--- src/spd_pkg.sv ---
// Shared constants for the serial nonvolatile SRAM link: opcodes, status layout, timing, controller registers
package spd_pkg;
  localparam int CLK_NS = 40;
  localparam int RESTORE_TIME_NS = 20000;
  localparam int RESTORE_CYC = (RESTORE_TIME_NS + CLK_NS - 1) / CLK_NS;
  localparam int WDELAY_TIME_NS = 25000;
  localparam int WDELAY_CYC = (WDELAY_TIME_NS + CLK_NS - 1) / CLK_NS;
  localparam int SCK_MAX_MHZ = 40;
  localparam int HALF_CYC = 4;
  localparam int ADDR_BITS = 17;
  localparam int ADDR_BYTES = 3;

  localparam logic [7:0] READ_CMD = 8'h03;
  localparam logic [7:0] WRITE_CMD = 8'h02;
  localparam logic [7:0] SET_WRITE_LATCH_CMD = 8'h06;
  localparam logic [7:0] CLEAR_WRITE_LATCH_CMD = 8'h04;
  localparam logic [7:0] STATUS_READ_CMD = 8'h05;
  localparam logic [7:0] STATUS_WRITE_CMD = 8'h01;
  localparam logic [7:0] SAVE_CMD = 8'h3C;
  localparam logic [7:0] RESTORE_CMD = 8'h60;
  localparam logic [7:0] AUTO_SAVE_ON_CMD = 8'h59;
  localparam logic [7:0] AUTO_SAVE_OFF_CMD = 8'h19;

  localparam int BUSY_BIT = 0;
  localparam int WRITE_LATCH_BIT = 1;
  localparam int BLOCK_PROTECT_LOW_BIT = 2;
  localparam int BLOCK_PROTECT_HIGH_BIT = 3;
  localparam int PIN_PROTECT_ENABLE_BIT = 7;

  localparam logic [1:0] REG_CTRL = 2'h0;
  localparam logic [1:0] REG_DATA = 2'h1;
  localparam logic [1:0] REG_STAT = 2'h2;
  localparam int CTRL_MODE3_BIT = 0;
  localparam int DATA_LAST_BIT = 8;
  localparam int STAT_BUSY_BIT = 0;
  localparam int STAT_SEL_BIT = 1;
endpackage

--- src/spd_link_if.sv ---
// Four-wire serial link between the controller and the memory front end
`timescale 1ns/1ns
interface spd_link_if;
  logic cs_n;
  logic sck;
  logic si;
  logic so_out;
  logic so_oe_n;
  wire so;

  // Released output reads as a pulled-up line
  assign so = so_oe_n ? 1'b1 : so_out;

  modport dev_mp (
    input cs_n,
    input sck,
    input si,
    output so_out,
    output so_oe_n
  );

  modport host_mp (
    output cs_n,
    output sck,
    output si,
    input so
  );
endinterface

--- src/spd_device_end.sv ---
// Serial slave front end of the nonvolatile SRAM: framing, decode, status, power handling
`timescale 1ns/1ns
// Contract
// - Sample input on rising clock edges
// - Change output data on falling clock edges
// - Clock level at select fall picks mode
// - Mode 3 ignores initial high clock level
// - Master idles clock at mode's level
// - First byte is opcode, then address/data
// - Master sends one opcode per select
// - All bytes shift most significant first
// - Three address bytes, low 17 bits used
// - Master sends zeros in unused bits; the bench write sends ones there
// - Bad opcode: ignore rest, output tristated
// - Needs a select falling edge after powerup
// - Ignore until supply good, then restore
// - After reset: deselected, latch and 4-6 zero
// - Supply loss: stop, delay, conditional save
// - Standby once deselected and not busy
// - Master clock no faster than 40 MHz
// - Decode memory read and write opcodes
// - Decode latch and status opcodes
// - Decode save, restore, autosave opcodes
// - Status byte bit layout
module spd_device_end #(
  parameter int RESTORE_CYC = spd_pkg::RESTORE_CYC,
  parameter int WDELAY_CYC = spd_pkg::WDELAY_CYC
) (
  input wire logic sys_clk,
  input wire logic reset,
  spd_link_if.dev_mp link,
  input wire logic power_good,
  input wire logic nv_busy,
  input wire logic [7:0] mem_rdata,
  output logic [spd_pkg::ADDR_BITS-1:0] mem_addr,
  output logic [7:0] mem_wdata,
  output logic mem_wr,
  output logic mem_rd,
  output logic nv_save_req,
  output logic nv_restore_req,
  output logic active,
  output logic standby,
  output logic spi_mode3
);
  typedef enum logic [4:0] {
    DS_IDLE = 5'b00001,
    DS_OPC = 5'b00010,
    DS_ADDR = 5'b00100,
    DS_DATA = 5'b01000,
    DS_IGNORE = 5'b10000
  } spd_dstate_type;

  localparam int AW = spd_pkg::ADDR_BITS;

  initial begin
    if (RESTORE_CYC < 1 || RESTORE_CYC > 65535 || WDELAY_CYC < 1 || WDELAY_CYC > 65535) begin
      $error("spd_device_end: delay counts out of range");
    end
  end

  function automatic logic [AW-1:0] addr_inc(input logic [AW-1:0] a);
    addr_inc = a + {{(AW-1){1'b0}}, 1'b1};
  endfunction

  spd_dstate_type state_ff;
  logic [3:0] sync1_ff;
  logic [3:0] sync2_ff;
  logic sck_d_ff;
  logic cs_d_ff;
  logic pg_d_ff;
  logic [2:0] bit_cnt_ff;
  logic [1:0] addr_byte_ff;
  logic [7:0] rx_sh_ff;
  logic [7:0] tx_sh_ff;
  logic [7:0] op_ff;
  logic [AW-1:0] addr_ff;
  logic [AW-1:0] mem_addr_ff;
  logic [7:0] mem_wdata_ff;
  logic mem_wr_ff;
  logic mem_rd_ff;
  logic so_ff;
  logic so_oe_n_ff;
  logic mode3_ff;
  logic wel_ff;
  logic [1:0] bp_ff;
  logic ppe_ff;
  logic autosave_en_ff;
  logic dirty_ff;
  logic wrote_ff;
  logic [15:0] restore_cnt_ff;
  logic [15:0] pd_cnt_ff;
  logic save_ff;
  logic restore_ff;
  logic standby_ff;

  // Pins pass two flops; the second stage and a delayed copy of clock, select and supply feed logic
  always_ff @(posedge sys_clk) begin
    if (reset) begin
      sync1_ff <= 4'h0;
      sync2_ff <= 4'h0;
      sck_d_ff <= 1'b0;
      cs_d_ff <= 1'b0;
      pg_d_ff <= 1'b0;
    end else begin
      sync1_ff <= {power_good, link.si, link.cs_n, link.sck};
      sync2_ff <= sync1_ff;
      sck_d_ff <= sync2_ff[0];
      cs_d_ff <= sync2_ff[1];
      pg_d_ff <= sync2_ff[3];
    end
  end

  logic sck_s, cs_n_s, si_s, pg_s;
  logic selected, sck_rise, sck_fall, cs_fall, pg_rise, pg_fall;
  logic restore_busy, busy, ready, byte_done, tx_phase, drop;
  logic [7:0] rx_byte;
  logic [7:0] status_byte;
  logic [AW-1:0] addr_full;

  assign sck_s = sync2_ff[0];
  assign cs_n_s = sync2_ff[1];
  assign si_s = sync2_ff[2];
  assign pg_s = sync2_ff[3];
  assign selected = (state_ff != DS_IDLE);
  // Mode 3 starts high, so no rise is seen until the clock has toggled
  assign sck_rise = selected & sck_s & ~sck_d_ff;
  assign sck_fall = selected & ~sck_s & sck_d_ff;
  // Edge qualified: the delay flop clears at reset, so a line already low gives no edge
  assign cs_fall = cs_d_ff & ~cs_n_s;
  assign pg_rise = pg_s & ~pg_d_ff;
  assign pg_fall = ~pg_s & pg_d_ff;
  assign restore_busy = (restore_cnt_ff != 16'h0000);
  assign busy = nv_busy | restore_busy | (pd_cnt_ff != 16'h0000);
  assign ready = pg_s & ~restore_busy;
  assign drop = cs_n_s | ~pg_s;
  assign byte_done = sck_rise & (bit_cnt_ff == 3'd7);
  assign rx_byte = {rx_sh_ff[6:0], si_s};
  assign addr_full = {addr_ff[AW-2:0], si_s};
  assign tx_phase = (state_ff == DS_DATA) & ((op_ff == spd_pkg::READ_CMD) | (op_ff == spd_pkg::STATUS_READ_CMD));

  always_comb begin
    status_byte = 8'h00;
    status_byte[spd_pkg::BUSY_BIT] = busy;
    status_byte[spd_pkg::WRITE_LATCH_BIT] = wel_ff;
    status_byte[spd_pkg::BLOCK_PROTECT_LOW_BIT] = bp_ff[0];
    status_byte[spd_pkg::BLOCK_PROTECT_HIGH_BIT] = bp_ff[1];
    status_byte[spd_pkg::PIN_PROTECT_ENABLE_BIT] = ppe_ff;
  end

  // Framing state
  always_ff @(posedge sys_clk) begin
    if (reset) begin
      state_ff <= DS_IDLE;
    end else if (drop) begin
      state_ff <= DS_IDLE;
    end else if (cs_fall & ready) begin
      state_ff <= DS_OPC;
    end else if (byte_done) begin
      case (state_ff)
        DS_OPC: begin
          case (rx_byte)
            spd_pkg::READ_CMD: state_ff <= busy ? DS_IGNORE : DS_ADDR;
            spd_pkg::WRITE_CMD: state_ff <= (wel_ff & ~busy) ? DS_ADDR : DS_IGNORE;
            spd_pkg::STATUS_READ_CMD: state_ff <= DS_DATA;
            spd_pkg::STATUS_WRITE_CMD: state_ff <= wel_ff ? DS_DATA : DS_IGNORE;
            default: state_ff <= DS_IGNORE;
          endcase
        end
        DS_ADDR: begin
          if (addr_byte_ff == 2'(spd_pkg::ADDR_BYTES - 1)) begin
            state_ff <= DS_DATA;
          end
        end
        DS_DATA: begin
          if (op_ff == spd_pkg::STATUS_WRITE_CMD) begin
            state_ff <= DS_IGNORE;
          end
        end
        default: state_ff <= state_ff;
      endcase
    end
  end

  // Bit and byte counting, opcode capture, mode latch
  always_ff @(posedge sys_clk) begin
    if (reset) begin
      bit_cnt_ff <= 3'd0;
      addr_byte_ff <= 2'd0;
      rx_sh_ff <= 8'h00;
      op_ff <= 8'h00;
      mode3_ff <= 1'b0;
    end else if (cs_fall) begin
      bit_cnt_ff <= 3'd0;
      addr_byte_ff <= 2'd0;
      mode3_ff <= sck_s;
    end else if (sck_rise) begin
      bit_cnt_ff <= bit_cnt_ff + 3'd1;
      rx_sh_ff <= rx_byte;
      if (byte_done && state_ff == DS_OPC) begin
        op_ff <= rx_byte;
      end
      if (byte_done && state_ff == DS_ADDR) begin
        addr_byte_ff <= addr_byte_ff + 2'd1;
      end
    end
  end

  // Address shifting and memory strobes
  always_ff @(posedge sys_clk) begin
    if (reset) begin
      addr_ff <= '0;
      mem_addr_ff <= '0;
      mem_wdata_ff <= 8'h00;
      mem_wr_ff <= 1'b0;
      mem_rd_ff <= 1'b0;
    end else begin
      mem_wr_ff <= 1'b0;
      mem_rd_ff <= 1'b0;
      if (sck_rise && !drop && state_ff == DS_ADDR) begin
        addr_ff <= addr_full;
        if (byte_done && addr_byte_ff == 2'(spd_pkg::ADDR_BYTES - 1) && op_ff == spd_pkg::READ_CMD) begin
          mem_addr_ff <= addr_full;
          mem_rd_ff <= 1'b1;
          addr_ff <= addr_inc(addr_full);
        end
      end else if (byte_done && !drop && state_ff == DS_DATA) begin
        if (op_ff == spd_pkg::READ_CMD) begin
          mem_addr_ff <= addr_ff;
          mem_rd_ff <= 1'b1;
          addr_ff <= addr_inc(addr_ff);
        end else if (op_ff == spd_pkg::WRITE_CMD) begin
          mem_addr_ff <= addr_ff;
          mem_wdata_ff <= rx_byte;
          mem_wr_ff <= 1'b1;
          addr_ff <= addr_inc(addr_ff);
        end
      end
    end
  end

  // Transmit shifter and output driver
  always_ff @(posedge sys_clk) begin
    if (reset) begin
      tx_sh_ff <= 8'h00;
      so_ff <= 1'b0;
      so_oe_n_ff <= 1'b1;
    end else begin
      if (mem_rd_ff) begin
        tx_sh_ff <= mem_rdata;
      end else if (byte_done && (rx_byte == spd_pkg::STATUS_READ_CMD || state_ff == DS_DATA)
                   && (state_ff == DS_OPC || op_ff == spd_pkg::STATUS_READ_CMD)) begin
        tx_sh_ff <= status_byte;
      end else if (sck_fall && tx_phase) begin
        tx_sh_ff <= {tx_sh_ff[6:0], 1'b0};
      end
      if (drop || !tx_phase) begin
        so_oe_n_ff <= 1'b1;
      end else if (sck_fall) begin
        so_ff <= tx_sh_ff[7];
        so_oe_n_ff <= 1'b0;
      end
    end
  end

  // Write latch, protect bits and automatic save enable
  always_ff @(posedge sys_clk) begin
    if (reset) begin
      wel_ff <= 1'b0;
      bp_ff <= 2'b00;
      ppe_ff <= 1'b0;
      autosave_en_ff <= 1'b1;
    end else if (!pg_s) begin
      wel_ff <= 1'b0;
    end else if (byte_done && !drop && state_ff == DS_OPC) begin
      case (rx_byte)
        spd_pkg::SET_WRITE_LATCH_CMD: wel_ff <= 1'b1;
        spd_pkg::CLEAR_WRITE_LATCH_CMD: wel_ff <= 1'b0;
        spd_pkg::AUTO_SAVE_ON_CMD: autosave_en_ff <= autosave_en_ff | wel_ff;
        spd_pkg::AUTO_SAVE_OFF_CMD: autosave_en_ff <= autosave_en_ff & ~wel_ff;
        default: wel_ff <= wel_ff;
      endcase
    end else if (byte_done && !drop && state_ff == DS_DATA && op_ff == spd_pkg::STATUS_WRITE_CMD) begin
      bp_ff <= {rx_byte[spd_pkg::BLOCK_PROTECT_HIGH_BIT], rx_byte[spd_pkg::BLOCK_PROTECT_LOW_BIT]};
      ppe_ff <= rx_byte[spd_pkg::PIN_PROTECT_ENABLE_BIT];
    end
  end

  // Power-up restore window and power-down completion delay
  always_ff @(posedge sys_clk) begin
    if (reset) begin
      restore_cnt_ff <= 16'h0000;
      pd_cnt_ff <= 16'h0000;
    end else begin
      if (pg_rise) begin
        restore_cnt_ff <= 16'(RESTORE_CYC);
      end else if (!pg_s) begin
        restore_cnt_ff <= 16'h0000;
      end else if (restore_busy) begin
        restore_cnt_ff <= restore_cnt_ff - 16'h0001;
      end
      if (pg_fall) begin
        pd_cnt_ff <= wrote_ff ? 16'(WDELAY_CYC) : 16'h0001;
      end else if (pg_rise) begin
        pd_cnt_ff <= 16'h0000;
      end else if (pd_cnt_ff != 16'h0000) begin
        pd_cnt_ff <= pd_cnt_ff - 16'h0001;
      end
    end
  end

  // Nonvolatile requests and dirty tracking; a write in the same cycle as a restore stays marked
  always_ff @(posedge sys_clk) begin
    if (reset) begin
      save_ff <= 1'b0;
      restore_ff <= 1'b0;
      dirty_ff <= 1'b0;
      wrote_ff <= 1'b0;
    end else begin
      save_ff <= 1'b0;
      restore_ff <= 1'b0;
      if (pg_rise) begin
        restore_ff <= 1'b1;
      end else if (byte_done && !drop && state_ff == DS_OPC && wel_ff && !busy) begin
        save_ff <= (rx_byte == spd_pkg::SAVE_CMD);
        restore_ff <= (rx_byte == spd_pkg::RESTORE_CMD);
      end else if (pd_cnt_ff == 16'h0001 && !pg_s && autosave_en_ff && dirty_ff) begin
        save_ff <= 1'b1;
      end
      if (mem_wr_ff) begin
        dirty_ff <= 1'b1;
      end else if (save_ff || restore_ff) begin
        dirty_ff <= 1'b0;
      end
      if (mem_wr_ff) begin
        wrote_ff <= 1'b1;
      end else if (cs_fall) begin
        wrote_ff <= 1'b0;
      end
    end
  end

  always_ff @(posedge sys_clk) begin
    if (reset) begin
      standby_ff <= 1'b1;
    end else begin
      standby_ff <= ~selected & ~busy;
    end
  end

  assign link.so_out = so_ff;
  assign link.so_oe_n = so_oe_n_ff;
  assign mem_addr = mem_addr_ff;
  assign mem_wdata = mem_wdata_ff;
  assign mem_wr = mem_wr_ff;
  assign mem_rd = mem_rd_ff;
  assign nv_save_req = save_ff;
  assign nv_restore_req = restore_ff;
  assign active = selected;
  assign standby = standby_ff;
  assign spi_mode3 = mode3_ff;
endmodule // spd_device_end

--- src/flat_wrapper.sv ---
// flat-port wrapper written by rule: the top's interface ports become plain ports
module spd_device_end_flat 
#(
  parameter int RESTORE_CYC = spd_pkg::RESTORE_CYC,
  parameter int WDELAY_CYC = spd_pkg::WDELAY_CYC
)
  (sys_clk, reset, power_good, nv_busy, mem_rdata, mem_addr, mem_wdata, mem_wr, mem_rd, nv_save_req, nv_restore_req, active, standby, spi_mode3, link_cs_n, link_sck, link_si, link_so_out, link_so_oe_n);
  spd_link_if link_i ();
  input wire logic sys_clk;
  input wire logic reset;
  input wire logic power_good;
  input wire logic nv_busy;
  input wire logic [7:0] mem_rdata;
  output logic [spd_pkg::ADDR_BITS-1:0] mem_addr;
  output logic [7:0] mem_wdata;
  output logic mem_wr;
  output logic mem_rd;
  output logic nv_save_req;
  output logic nv_restore_req;
  output logic active;
  output logic standby;
  output logic spi_mode3;
  input wire logic [$bits(link_i.cs_n)-1:0] link_cs_n;
  input wire logic [$bits(link_i.sck)-1:0] link_sck;
  input wire logic [$bits(link_i.si)-1:0] link_si;
  output wire logic [$bits(link_i.so_out)-1:0] link_so_out;
  output wire logic [$bits(link_i.so_oe_n)-1:0] link_so_oe_n;
  assign link_i.cs_n = link_cs_n;
  assign link_i.sck = link_sck;
  assign link_i.si = link_si;
  assign link_so_out = link_i.so_out;
  assign link_so_oe_n = link_i.so_oe_n;
  spd_device_end #(.RESTORE_CYC(RESTORE_CYC), .WDELAY_CYC(WDELAY_CYC)) u_core (.sys_clk(sys_clk), .reset(reset), .link(link_i), .power_good(power_good), .nv_busy(nv_busy), .mem_rdata(mem_rdata), .mem_addr(mem_addr), .mem_wdata(mem_wdata), .mem_wr(mem_wr), .mem_rd(mem_rd), .nv_save_req(nv_save_req), .nv_restore_req(nv_restore_req), .active(active), .standby(standby), .spi_mode3(spi_mode3));
endmodule
--- config.mk ---
export PLATFORM = sky130hd
export DESIGN_NAME = spd_device_end_flat
export DESIGN_NICKNAME = d
export VERILOG_FILES = /design/src/spd_pkg.sv /design/src/spd_link_if.sv /design/src/spd_device_end.sv /design/src/flat_wrapper.sv
export SDC_FILE = /design/constraint.sdc
export NUM_CORES = 1
export LEC_CHECK = 0
export BUFFER_PORTS_ARGS = -buffer_cell sky130_fd_sc_hd__buf_2
export CORE_MARGIN = 1.5
export CORE_UTILIZATION = 34
export DETAILED_ROUTE_END_ITERATION = 10
export GPL_ROUTABILITY_DRIVEN = 0
export GPL_TIMING_DRIVEN = 0
export MAX_ROUTING_LAYER = met4
export PLACE_DENSITY = 0.49
export SYNTH_ARGS = -nofsm -noshare
export SYNTH_HDL_FRONTEND = slang
export SYNTH_SLANG_ARGS = --single-unit
--- constraint.sdc ---
create_clock -name sys_clk -period 3.1 [get_ports sys_clk]
set_input_delay 0 -clock sys_clk [delete_from_list [all_inputs] [get_ports sys_clk]]
set_output_delay 0 -clock sys_clk [all_outputs]
set_load 0.005 [all_outputs]
==> results.ini <==
[status]
status = finished clean

[synth]
yosysTopAreaCell = dfxtp_1
ys_top_cells_by_area = dfxtp_1 39%, mux2i_1 7.0%, nor2_1 5.3%
synth_adder_area_share_pct = 1.97
syn_area_mm2 = 0.00684
synth_top_family_by_area = simple AND/OR/NAND/NOR gates
synth_edf_count = 0
synth_xor_area_share_pct = 6.78
ys_seq_area_share_pct = 38.9
synth_nets = 812
yosysTopAreaCellShare_pct = 38.9
synth_warnings = 0
yosys.area_share.simple_pct = 28.8
muxShareOfSynthArea_pct = 7.02
synth-async-reset-ratio_pct = 0
avgSynthCellArea_um2 = 8.70
synth-compound-area-share_pct = 12.1
synth_flop_cell = dfxtp_1
synth-seq-cells = 133
synth_cells = 787
synth_cell_type_count = 75

[place]
io_buffer_count = 47
dpl.hpwl_um = 13800

[route]
routed_wirelength_um = 19100
vias = 5918
ant_nets = 0
avgViaCountPerCell = 5.19
wl_per_cell_um = 16.7
drt_iter0_drc = 357
drc = 0
drt-met1-wl_um = 9660
wl_met2_um = 8310
firstDrtPassIters = 4
wl_met3_um = 932
routed.top_layer = met4

[die]
ioPinCount = 49
die-area_mm2 = 0.0210
fp-row-count = 51
die_y_um = 145
die_w_um = 145
core_mm2 = 0.0196
initial_core_util_pct = 34.9

[pwr]
switching_share_pct = 30.6
ir_worst_vdd_v = 0.000336
clkPwrFrac_pct = 40.2
total_power_uw = 4870
comb_power_share_pct = 20.0
power.switching_uw = 1490
power.internal_uw = 3370
p_per_area_mw_per_mm2 = 603
pwr-share-seq_pct = 39.9
p_leak_uw = 0.00301

[worst_setup_path]
critPathMaxStageDelay_ns = 0.88
worstPathArrival_ns = 3.07
path_max_fanout = 4
cp.required_ns = 3.45
crit_chain = inv_1 > ha_1 > nor4b_1 > nand3b_1 > nor4_1 > nand4_1 > a21oi_1
crit_type = flop to flop
crit_path_start_kind = flop
critPathSlowestCell = nor4_1
cp_top_family = simple AND/OR/NAND/NOR gates
worst_setup_path_end_kind = flop
crit_buf_inv = 1

[sta]
rsz0062_at_grt = no
max_freq_mhz = 368
hold_violations = 0
finalSetupViolCount = 0
maxSlewViolCount = 0
tightest_slew_ns = 0.992
finalSetupTns_ns = 0
finalCritPeriodShare_pct = 87.7
min_period_ns = 2.72
clock_skew_ns = 0.0119
slew_headroom_pct = 33.2

[finish]
area_growth_pct = 17.9
final_nets = 887
layout-drive-gt1-share_pct = 14.4
layout_common_cells = 133 x dfxtp_1, 96 x nor2_1, 66 x nand2_1, 60 x buf_2, 48 x mux2i_1
n_antenna_cell = 0
final_common_cell = dfxtp_1

[clock_network]
path_clk_slew_ns = 0.06
clk_latency_ns = 0.43
clockBufferDepth = 2
clock_sinks = 133
cts_buffers = 17
htreeDepth = 4
cts.root.buffer_cell = clkbuf_16
cts_tree = built

[job]
timing.max_cap.violations = 0

[global_route]
track_usage_pct = 19.8
antenna_found_initial = 0
grt_overflow_total = 0
grt_pass1_vias = 5464
grt_max_degree = 17
grt_pass1_wl_um = 30600

[hold_path]
hold_path_class = input port to flop

worst paths after layout:
path | endpoint | startpoint | cells after the start | slack, ns
hold reg to reg | u_core.sync2_ff[2] | u_core.sync1_ff[2] | 1 | 0.43
setup / recovery | u_core.nv_restore_req | u_core.restore_cnt_ff[0] | 7 | 0.38
hold / removal | u_core.tx_sh_ff[2] | mem_rdata[2] | 4 | 0.03
setup reg to reg | u_core.nv_restore_req | u_core.restore_cnt_ff[0] | 7 | 0.38
worst register-to-register path: stages, from the launching register on:
cell and delay [ns]:
dfxtp_1 0.32, inv_1 0.11, ha_1 0.15, nor4b_1 0.52, nand3b_1 0.22, nor4_1 0.88, nand4_1 0.20, a21oi_1 0.24
routing by layer:
layer	GRT usage [%]	vias up
li1	-	2996
met1	27.2	2794
met2	29.5	114
met3	3.85	14
met4	5.26	0
met5	-	-
cells by family after synthesis:
| family | Yosys count |
|---|---|
| AND/OR/NAND/NOR | 360 |
| adder cells (fa/ha/maj) | 11 |
| XOR/XNOR | 53 |
| flip-flops | 133 |
| buffers and inverters | 68 |
| AO/OA/AOI/OAI | 114 |
| multiplexers | 48 |
registers in the layout, indices dropped and copies added (netlist names), 2 cells and up, named ones only:
| signal | cells |
|---|---|
| u_core.tx_sh_ff | 8 |
| u_core.addr_ff | 17 |
| u_core.addr_byte_ff | 2 |
| u_core.sync1_ff | 4 |
| u_core.op_ff | 8 |
| u_core.rx_sh_ff | 7 |
| u_core.mem_wdata | 8 |
| u_core.bp_ff | 2 |
| u_core.pd_cnt_ff | 16 |
| u_core.bit_cnt_ff | 3 |
| u_core.state_ff | 5 |
| u_core.restore_cnt_ff | 16 |
| u_core.mem_addr | 17 |
| u_core.sync2_ff | 4 |
power groups by stage:
stage	combinational (uW)	clock (uW)	sequential (uW)
2_1_floorplan	760	0	1950
3_3_place_gp	964	0	1980
3_5_place_dp	952	0	1970
4_1_cts	970	1990	1940
5_1_grt	1080	2070	1960
6_report	971	1950	1940
per-stage QoR:
step           area [um^2]  setup slack, ns  instances  hold slack (ns)  util (%)
2_1_floorplan         6840            0.966        787            0.128         -
3_3_place_gp          7410            0.424       1099            0.211      37.8
3_5_place_dp          7410            0.366       1099            0.216      37.8
4_1_cts               8070            0.334       1140           0.0199      41.2
5_1_grt               8070          0.00901       1140           0.0445      41.2
6_report              8070            0.381       1140           0.0260      41.2
cell usage after synthesis, drive strengths merged (4+ instances only):
library cell	number
or2	4
a311oi	4
o31ai	6
o22ai	15
and4	4
mux2i	48
nor2	96
buf	22
nor3b	5
nand2	66
xnor2	33
nand2b	12
dfxtp	133
a31oi	4
o21ai	10
clkbuf	29
and3	8
nand4	21
inv	16
nor3	27
nor2b	17
a211oi	21
nand4b	5
xor2	20
nand3	23
ha	10
nor4	26
or4	7
a21oi	33
nor4b	11
or3	15
timing repair:
action                    in CTS  in global routing
buffers inserted               0                  0
resized for setup              0                  0
hold buffers                   9                  0
hold endpoints to repair       9                  0
cell type report:
| class | instances | area, um^2 |
|---|---|---|
| Inverter | 17 | 63.8 |
| Buffer | 51 | 236 |
| Timing Repair Buffer | 56 | 325 |
| Clock inverter | 14 | 129 |
| Fill cell | 2032 | 11500 |
| Sequential cell | 133 | 2660 |
| Multi-Input combinational cell | 586 | 3880 |
| Clock buffer | 18 | 439 |
| Tap cell | 265 | 332 |
No activity file was read; power rests on OpenSTA's default activity.
